[config.mk]
export PLATFORM = sky130hd
export DESIGN_NAME = zlak_top
export DESIGN_NICKNAME = d
export VERILOG_FILES = /design/src/hdl/zlak_pkg.sv /design/src/hdl/zlak_ekey.sv /design/src/hdl/zlak_top.sv
export VERILOG_INCLUDE_DIRS = /design/src /design/src/hdl
export SDC_FILE = /design/constraint.sdc
export NUM_CORES = 2
export LEC_CHECK = 0
export ABC_CLOCK_PERIOD_IN_PS = 6890
export BUFFER_PORTS_ARGS = -buffer_cell sky130_fd_sc_hd__buf_2
export CAP_MARGIN = 20
export CORE_AREA = 2 2 395 279
export CTS_BUF_LIST = sky130_fd_sc_hd__clkbuf_16
export DETAILED_ROUTE_END_ITERATION = 6
export DIE_AREA = 0 0 397 281
export PLACE_DENSITY = 0.8
export RECOVER_POWER = 25
export SYNTH_ARGS = -nofsm -noshare
export SYNTH_HDL_FRONTEND = slang
export SYNTH_HIERARCHICAL = 1
export SYNTH_SLANG_ARGS = --single-unit
[constraint.sdc]
create_clock -name clk_sys -period 6.89 [get_ports clk_sys]
set_clock_uncertainty 0.2 [all_clocks]
set_input_delay 0.689 -clock clk_sys [delete_from_list [all_inputs] [get_ports clk_sys]]
set_output_delay 0.689 -clock clk_sys [all_outputs]
set_load 0.01 [all_outputs]
[src/hdl/zlak_map.svh]
// Purpose: offsets, codes and field positions for zone lock access block
// Assumes: byte addressed configuration zone
// Notes:   definitions only
`ifndef ZLAK_MAP_SVH
`define ZLAK_MAP_SVH
`define ZLAK_FIXED_LAST     7'h0c
`define ZLAK_DATA_LOCK_OFS  7'h56
`define ZLAK_CFG_LOCK_OFS   7'h57
`define ZLAK_UNLOCKED       8'h55
`define ZLAK_LOCKED         8'h00
`define ZLAK_SN0_OFS        7'h00
`define ZLAK_SN1_OFS        7'h01
`define ZLAK_SN8_OFS        7'h0c
`define ZLAK_OTP_LEGACY_HI  4'h1
`define ZLAK_ERASED_BYTE    8'hff
`endif

[src/hdl/zlak_pkg.sv]
// Purpose: shared types for zone lock access block
// Assumes: none
// Notes:   none
package zlak_pkg;
  typedef enum logic [1:0] {
    ZLAK_ZONE_CFG  = 2'h0,
    ZLAK_ZONE_OTP  = 2'h1,
    ZLAK_ZONE_DATA = 2'h2
  } zlak_zone_t;
  typedef enum logic [1:0] {
    ZLAK_OTP_RO     = 2'h0,
    ZLAK_OTP_CONSUME = 2'h1,
    ZLAK_OTP_LEGACY = 2'h2
  } zlak_otp_mode_t;
  typedef enum logic [3:0] {
    ZLAK_CMD_NONCE  = 4'h1,
    ZLAK_CMD_DIGEST_GENERATE_CMD = 4'h2,
    ZLAK_CMD_MACVER = 4'h3,
    ZLAK_CMD_LOCK   = 4'h4,
    ZLAK_CMD_OTHER  = 4'h5
  } zlak_cmd_t;
  typedef enum logic [2:0] {
    ZLAK_ST_IDLE = 3'b001,
    ZLAK_ST_BUSY = 3'b010,
    ZLAK_ST_DONE = 3'b100
  } zlak_state_t;
endpackage

[src/hdl/zlak_ekey.sv]
// Purpose: ephemeral key store with tag bits and valid flag
// Assumes: command outcome reported as one-cycle pulse
// Notes:   key contents leave only through the key_int output port
`timescale 1ns/1ns
module zlak_ekey
  import zlak_pkg::*;
#(
  parameter int KEY_W = 256
) (
  input  wire logic             clk_sys,
  input  wire logic             rst_b,
  input  wire logic             inval_evt,
  input  wire logic             cmd_end,
  input  wire zlak_cmd_t        cmd_kind,
  input  wire logic             cmd_ok,
  input  wire logic             crc_err,
  input  wire logic             mac_copy_ok,
  input  wire logic [KEY_W-1:0] new_key,
  input  wire logic [3:0]       new_slot,
  input  wire logic             new_rand,
  input  wire logic             new_verify_only,
  output logic [KEY_W-1:0]      key_int,
  output logic [3:0]            slot_selector_nibble,
  output logic                  randomness_origin_flag,
  output logic                  digest_origin_flag,
  output logic                  verify_only_taint_flag,
  output logic                  key_valid
);
  // =====================================
  // update decode
  wire is_gen   = cmd_kind == ZLAK_CMD_DIGEST_GENERATE_CMD;
  wire is_nonce = cmd_kind == ZLAK_CMD_NONCE;
  wire load_ok  = cmd_end && !crc_err && cmd_ok && (is_gen || is_nonce);
  wire keep_mac = cmd_kind == ZLAK_CMD_MACVER && cmd_ok && mac_copy_ok;
  wire clr_cmd  = cmd_end && !crc_err && !load_ok && !keep_mac;

  // =====================================
  // storage, idle keeps everything
  always_ff @(posedge clk_sys or negedge rst_b) begin
    if (!rst_b) begin
      key_valid <= 1'b0;
    end else if (inval_evt || clr_cmd) begin
      key_valid <= 1'b0;
    end else if (load_ok) begin
      key_valid <= 1'b1;
    end
  end

  always_ff @(posedge clk_sys or negedge rst_b) begin
    if (!rst_b) begin
      key_int                <= '0;
      slot_selector_nibble   <= 4'h0;
      randomness_origin_flag <= 1'b0;
      digest_origin_flag     <= 1'b0;
      verify_only_taint_flag <= 1'b0;
    end else if (load_ok) begin
      key_int                <= new_key;
      slot_selector_nibble   <= is_gen ? new_slot : 4'h0;
      digest_origin_flag     <= is_gen;
      randomness_origin_flag <= is_nonce ? !new_rand : 1'b0;
      verify_only_taint_flag <= is_gen && new_verify_only;
    end
  end
endmodule // zlak_ekey

[src/hdl/zlak_top.sv]
// Purpose: zone lock access control and ephemeral key for auth device
// Assumes: command decoder presents one access request per cycle
// Notes:   lock bytes change only through the lock request port
`timescale 1ns/1ns
`include "zlak_map.svh"
module zlak_top
  import zlak_pkg::*;
#(
  parameter int KEY_W    = 256,
  parameter int CFG_SZ   = 88,
  parameter int OTP_SZ   = 64,
  parameter logic [7:0] REV_BYTE0 = 8'h00, // arbitrary value
  parameter logic [7:0] SN_FIX0   = 8'ha5, // arbitrary value
  parameter logic [7:0] SN_FIX1   = 8'h5a, // arbitrary value
  parameter logic [7:0] SN_FIX8   = 8'hc3  // arbitrary value
) (
  input  wire logic             clk_sys,
  input  wire logic             rst_b,
  input  wire logic             acc_req,
  input  wire logic             acc_write,
  input  wire zlak_zone_t       acc_zone,
  input  wire logic [6:0]       acc_addr,
  input  wire logic             acc_long,
  input  wire logic             acc_encrypted,
  input  wire logic [7:0]       acc_wdata,
  input  wire logic             lock_req,
  input  wire logic             lock_data_zone,
  input  wire zlak_otp_mode_t   otp_permission_select,
  input  wire logic             inval_evt,
  input  wire logic             cmd_end,
  input  wire zlak_cmd_t        cmd_kind,
  input  wire logic             cmd_ok,
  input  wire logic             crc_err,
  input  wire logic             mac_copy_ok,
  input  wire logic [KEY_W-1:0] new_key,
  input  wire logic [3:0]       new_slot,
  input  wire logic             new_rand,
  input  wire logic             new_verify_only,
  output logic                  acc_grant,
  output logic                  acc_error,
  output logic [7:0]            acc_rdata,
  output logic                  lock_error,
  output logic                  cfg_locked,
  output logic                  data_locked,
  output logic [23:0]           hash_fixed_serial,
  output logic [KEY_W-1:0]      key_int,
  output logic [3:0]            slot_selector_nibble,
  output logic                  randomness_origin_flag,
  output logic                  digest_origin_flag,
  output logic                  verify_only_taint_flag,
  output logic                  key_valid
);
  // =====================================
  // storage arrays
  logic [7:0] cfg_mem [CFG_SZ];
  logic [7:0] otp_mem [OTP_SZ];
  logic [7:0] config_zone_lock_byte;
  logic [7:0] data_zone_lock_byte;

  // =====================================
  // lock state decode
  assign cfg_locked  = config_zone_lock_byte != `ZLAK_UNLOCKED;
  assign data_locked = data_zone_lock_byte != `ZLAK_UNLOCKED;
  assign hash_fixed_serial = {SN_FIX0, SN_FIX1, SN_FIX8};

  // =====================================
  // access decision
  wire is_cfg  = acc_zone == ZLAK_ZONE_CFG;
  wire is_otp  = acc_zone == ZLAK_ZONE_OTP;
  wire is_data = acc_zone == ZLAK_ZONE_DATA;
  wire fixed_b = acc_addr <= `ZLAK_FIXED_LAST;
  wire lock_b  = acc_addr == `ZLAK_DATA_LOCK_OFS ||
                 acc_addr == `ZLAK_CFG_LOCK_OFS;
  wire cfg_ok  = !acc_write ||
                 (!cfg_locked && !fixed_b && !lock_b);
  wire data_ok = cfg_locked &&
                 (acc_write ? 1'b1 : data_locked);
  wire legacy_w = acc_addr[5:2] <= `ZLAK_OTP_LEGACY_HI;
  logic otp_ok;
  always_comb begin
    otp_ok = 1'b0;
    if (!cfg_locked) begin
      otp_ok = 1'b0;
    end else if (!data_locked) begin
      otp_ok = acc_write;
    end else begin
      case (otp_permission_select)
        ZLAK_OTP_RO:     otp_ok = !acc_write;
        ZLAK_OTP_LEGACY: otp_ok = !acc_write && !acc_long &&
                                  !legacy_w;
        ZLAK_OTP_CONSUME: otp_ok = 1'b0;
        default:         otp_ok = 1'b0;
      endcase
    end
  end
  wire in_range = is_cfg ? acc_addr < 7'(CFG_SZ) :
                  is_otp ? acc_addr < 7'(OTP_SZ) : 1'b1;
  wire allow = in_range &&
               ((is_cfg && cfg_ok) || (is_otp && otp_ok) ||
                (is_data && data_ok));
  wire do_cfg_wr = acc_req && allow && acc_write && is_cfg;
  wire do_otp_wr = acc_req && allow && acc_write && is_otp;
  wire [7:0] rd_byte = is_cfg ? cfg_mem[acc_addr] :
                       is_otp ? otp_mem[acc_addr[5:0]] : 8'h00;

  // =====================================
  // answer registers
  always_ff @(posedge clk_sys or negedge rst_b) begin
    if (!rst_b) begin
      acc_grant <= 1'b0;
      acc_error <= 1'b0;
      acc_rdata <= 8'h00;
    end else begin
      acc_grant <= acc_req && allow;
      acc_error <= acc_req && !allow;
      acc_rdata <= (acc_req && allow && !acc_write) ? rd_byte : 8'h00;
    end
  end

  // =====================================
  // lock bytes: only lock command, one way
  wire lk_cfg  = lock_req && !lock_data_zone && !cfg_locked;
  wire lk_data = lock_req && lock_data_zone && cfg_locked && !data_locked;
  always_ff @(posedge clk_sys or negedge rst_b) begin
    if (!rst_b) begin
      config_zone_lock_byte <= `ZLAK_UNLOCKED;
      data_zone_lock_byte   <= `ZLAK_UNLOCKED;
      lock_error            <= 1'b0;
    end else begin
      if (lk_cfg) begin
        config_zone_lock_byte <= `ZLAK_LOCKED;
      end
      if (lk_data) begin
        data_zone_lock_byte <= `ZLAK_LOCKED;
      end
      lock_error <= lock_req && !lk_cfg && !lk_data;
    end
  end

  // =====================================
  // configuration and otp contents
  genvar gi;
  generate
    for (gi = 0; gi < CFG_SZ; gi++) begin : g_cfg
      localparam logic [6:0] IDX = 7'(gi);
      if (IDX == `ZLAK_CFG_LOCK_OFS) begin : g_cl
        assign cfg_mem[gi] = config_zone_lock_byte;
      end else if (IDX == `ZLAK_DATA_LOCK_OFS) begin : g_dl
        assign cfg_mem[gi] = data_zone_lock_byte;
      end else if (IDX <= `ZLAK_FIXED_LAST) begin : g_fx
        assign cfg_mem[gi] = (IDX == `ZLAK_SN0_OFS) ? SN_FIX0 :
                             (IDX == `ZLAK_SN1_OFS) ? SN_FIX1 :
                             (IDX == `ZLAK_SN8_OFS) ? SN_FIX8 :
                             REV_BYTE0;
      end else begin : g_rw
        logic [7:0] b_q;
        always_ff @(posedge clk_sys or negedge rst_b) begin
          if (!rst_b) begin
            b_q <= 8'h00;
          end else if (do_cfg_wr && acc_addr == IDX) begin
            b_q <= acc_wdata;
          end
        end
        assign cfg_mem[gi] = b_q;
      end
    end
    for (gi = 0; gi < OTP_SZ; gi++) begin : g_otp
      logic [7:0] b_q;
      always_ff @(posedge clk_sys or negedge rst_b) begin
        if (!rst_b) begin
          b_q <= `ZLAK_ERASED_BYTE;
        end else if (do_otp_wr && acc_addr[5:0] == 6'(gi)) begin
          b_q <= acc_wdata;
        end
      end
      assign otp_mem[gi] = b_q;
    end
  endgenerate

  // =====================================
  // ephemeral key store
  zlak_ekey #(
    .KEY_W(KEY_W)
  ) u_ekey (
    .clk_sys               (clk_sys),
    .rst_b                 (rst_b),
    .inval_evt             (inval_evt),
    .cmd_end               (cmd_end),
    .cmd_kind              (cmd_kind),
    .cmd_ok                (cmd_ok),
    .crc_err               (crc_err),
    .mac_copy_ok           (mac_copy_ok),
    .new_key               (new_key),
    .new_slot              (new_slot),
    .new_rand              (new_rand),
    .new_verify_only       (new_verify_only),
    .key_int               (key_int),
    .slot_selector_nibble  (slot_selector_nibble),
    .randomness_origin_flag(randomness_origin_flag),
    .digest_origin_flag    (digest_origin_flag),
    .verify_only_taint_flag(verify_only_taint_flag),
    .key_valid             (key_valid)
  );
endmodule // zlak_top

==> run_results.csv <==
group,metric,value,unit
synth,synth_flop_cell,"dfrtp_1",
synth,seq_area_frac_synth,54.50,%
hold_path,min_from,"new_key[86]",
cts,cts_root_buf,"clkbuf_16",
synth,synth_area,64220,um2
flow_run,max-cap-violations,1,
grt,gr-total-overflow,0,
final_layout,final_util,68.88,%
route,drt_wl_total,175.2,mm
floorplan,num_io_pins,599,
final_layout,layout.cells.non_filler,6288,
grt,grt-busiest-layer,"met1",
critical_path,cp_top_family,"buffers and inverters",
synth,netlist_top_cells_area,"dfrtp_1 33%, dfstp_2 21%, mux2_2 20%",
critical_path,cpMostUsedCell,"buf_4",
floorplan,floorplan.rows,101,
floorplan,start_util,59.57,%
floorplan,die_w,397,um
grt,gr-usage-met2,45.74,%
place,hpwl,109.2,mm
route,routedWlPerCell,27.86,um
outcome,failed_checks,"max-capacitance violations, max-slew violations",
critical_path,critPathArrivalTime,5390,ps
place,gp_congestion,0.9112,
sta,rsz0062_at_grt,"false",
place,pre_cts_slack,2024,ps
final_layout,area_growth,15.62,%
place,portBuffers,573,
sta,fin_setup_tns,0,ps
grt,grt_usage,31.42,%
route,drcViolationCount,0,
critical_path,startpoint_type,"input port",
grt,antenna_found_initial,7,
route,ant_nets,0,
final_layout,layout_commonest_cell,"mux2_2",
critical_path,crit_start,"rst_b",
sta,slew_headroom,-149.1,%
floorplan,die_y,281,um
final_layout,final_cell_mix,"1122 x mux2_2, 859 x dfrtp_1, 513 x dfstp_2",
sta,min_period,4773,ps
critical_path,reg2reg_from,"config_zone_lock_byte[4]",
grt,grt_first_pass_wirelength,264.0,mm
power_and_ir_drop,ir_worst_vdd,234.1,uV
route,drt_iter0_markers,3868,
synth,synth_warnings,6,
synth,yosysTopAreaCell,"dfrtp_1",
grt,grt_use_met1,46.04,%
synth,syn_inst,3998,
route,num_vias,39554,
final_layout,fin_area,74250,um2
critical_path,critPathMaxStageDelay,2490,ps
route,drtPass1Iterations,5,
cts,h-tree-depth,4,
cts,hold_buffers,259,
cts,cts_setup_buffers,0,
critical_path,cp_cell_sequence,"dlygate4sd3_1, clkbuf_2, buf_4, buf_4",
sta,layout_setup_ws,2117,ps
cts,clk_pin_slew,60,ps
power_and_ir_drop,p_leak,33.78,nW
synth,postSynth.asyncResetShare,100.0,%
critical_path,endpoint_kind,"async pin",
synth,ys_types,91,
sta,clock.fmax,0.2095,GHz
grt,met3_usage,8.123,%
synth,synth_top_area_share,33.47,%
hold_path,hp-class,"input port to flip-flop",
synth,syn_avg_cell_area,16.06,um2
grt,grt_pass1_vias,41187,
critical_path,worstSetupPathType,"input port to async pin",
sta,finalHoldViolCount,0,
sta,period_share,69.27,%
cts,clock_sinks,1373,
place,place_area,67540,um2
cts,cts_made_buffers,133,
grt,grt_max_degree,195,
sta,setup_viol,0,
final_layout,fill_cells,7065,
critical_path,crit_slowest_cell,"clkbuf_2",
synth,synth_edf_count,0,
sta,slew_viol_final,134,
place,dp_cells,5787,
cts,clk_latency,760,ps
cts,cts_tree,"built",
floorplan,coreArea,107800,um2
critical_path,cp.required,7500,ps
power_and_ir_drop,power.density,244.5,nW/um2
final_layout,drive_gt1_share,60.25,%
synth,ys_ff_latch,1373,
sta,tightest_slew,3736,ps
critical_path,path_buf_inv,4,
route,vias_per_cell,6.290,
floorplan,dieArea,111600,um2
final_layout,nets,5038,
cts,clockBufferDepth,3,
cts,cts_resized,0,
critical_path,critPathMaxFanout,138,
outcome,status,"finished with violations",
-- flip-flops by register name (all words and copies together), names as in the netlist --
register / cells
u_ekey/randomness_origin_flag: 1
u_ekey/slot_selector_nibble: 4
lock_error: 1
acc_grant: 1
u_ekey/verify_only_taint_flag: 1
acc_rdata: 8
g_cfg.g_rw.b_q: 584
u_ekey/key_valid: 1
u_ekey/digest_origin_flag: 1
u_ekey/key_int: 256
data_zone_lock_byte: 1
g_otp.b_q: 512
acc_error: 1
config_zone_lock_byte: 1
-- cells by family (layout without fill, tap and decap cells) --
kind of cell              count (synthesis)  in the layout  share of synthesized area (%)
xor gates and xnor gates                  1              1                        0.01364
AOI/OAI and AO/OA                       249            249                          2.862
buffers and inverters                   325           1148                          3.456
DFF                                    1373           1373                          54.50
muxes                                  1702           1702                          35.22
and+or+nand+nor                         346            346                          3.936
other                                     2             27                        0.01169
-- worst reg2reg max path, stage by stage, from the launching register on --
cell      delay (ps)
dfstp_1          680
o21ai_0          180
a41oi_2          920
o211ai_2         650
nor3_2           870
mux2_2           420
-- power by group --
group | internal, mW | total (mW) | leakage (nW) | switching, mW
Combinational | 0.934 | 2.09 | 14.6 | 1.16
Sequential | 8.48 | 8.75 | 17.0 | 0.260
Clock | 4.13 | 7.32 | 2.20 | 3.18
-- routing by layer --
| metal | wire [um] | share of wire (%) |
|---|---|---|
| met5 | 40 | 0.023 |
| met4 | 5358 | 3.1 |
| met3 | 16300 | 9.3 |
| met2 | 78710 | 45 |
| met1 | 74750 | 43 |
-- final timing paths --
kind,slack [ps],end,cells past startpoint
worst max-delay path,2120,g_cfg[59].g_rw.b_q[1],4
worst min-delay path,70,u_ekey/key_int[86],2
worst max register to register,2830,g_cfg[75].g_rw.b_q[3],5
worst min register to register,300,g_cfg[48].g_rw.b_q[5],1
max in group clk_sys,2610,g_cfg[75].g_rw.b_q[3],7
min in group asynchronous,1470,g_cfg[69].g_rw.b_q[3],2
-- final cells by class --
class / count / area [um2] / area share, %
sequential: 1373 / 35000 / 47.14
multi-input combinational: 2322 / 27140 / 36.56
timing repair buffer: 900 / 5937 / 7.996
clock buffer: 140 / 3503 / 4.718
tap: 1442 / 1804 / 2.430
clock inverter: 98 / 815.8 / 1.099
inverter: 10 / 37.54 / 0.05055
antenna: 3 / 7.507 / 0.01011
-- cell usage after synthesis (25+ instances only) --
cell and instances:
buf_2 36, a21oi_1 37, nor2_2 74, o21ai_0 25, a22oi_1 70, dfrtp_1 859
nand3_1 41, nor2_1 26, dfstp_2 514, mux2_2 1122, mux4_2 213, buf_6 32
nand2_1 41, mux2i_1 107, buf_4 42, mux2_4 240, clkbuf_1 154, nor3_4 27
-- metrics by stage --
stage	hold WS, ps	power [mW]
after CTS	9.633	18.23
final	65.33	18.15
after floorplan	193.4	9.902
after detailed placement	286.8	10.81
after global placement	281.0	10.75
after global routing	41.04	18.76
No activity file was read; power rests on OpenSTA's default activity.
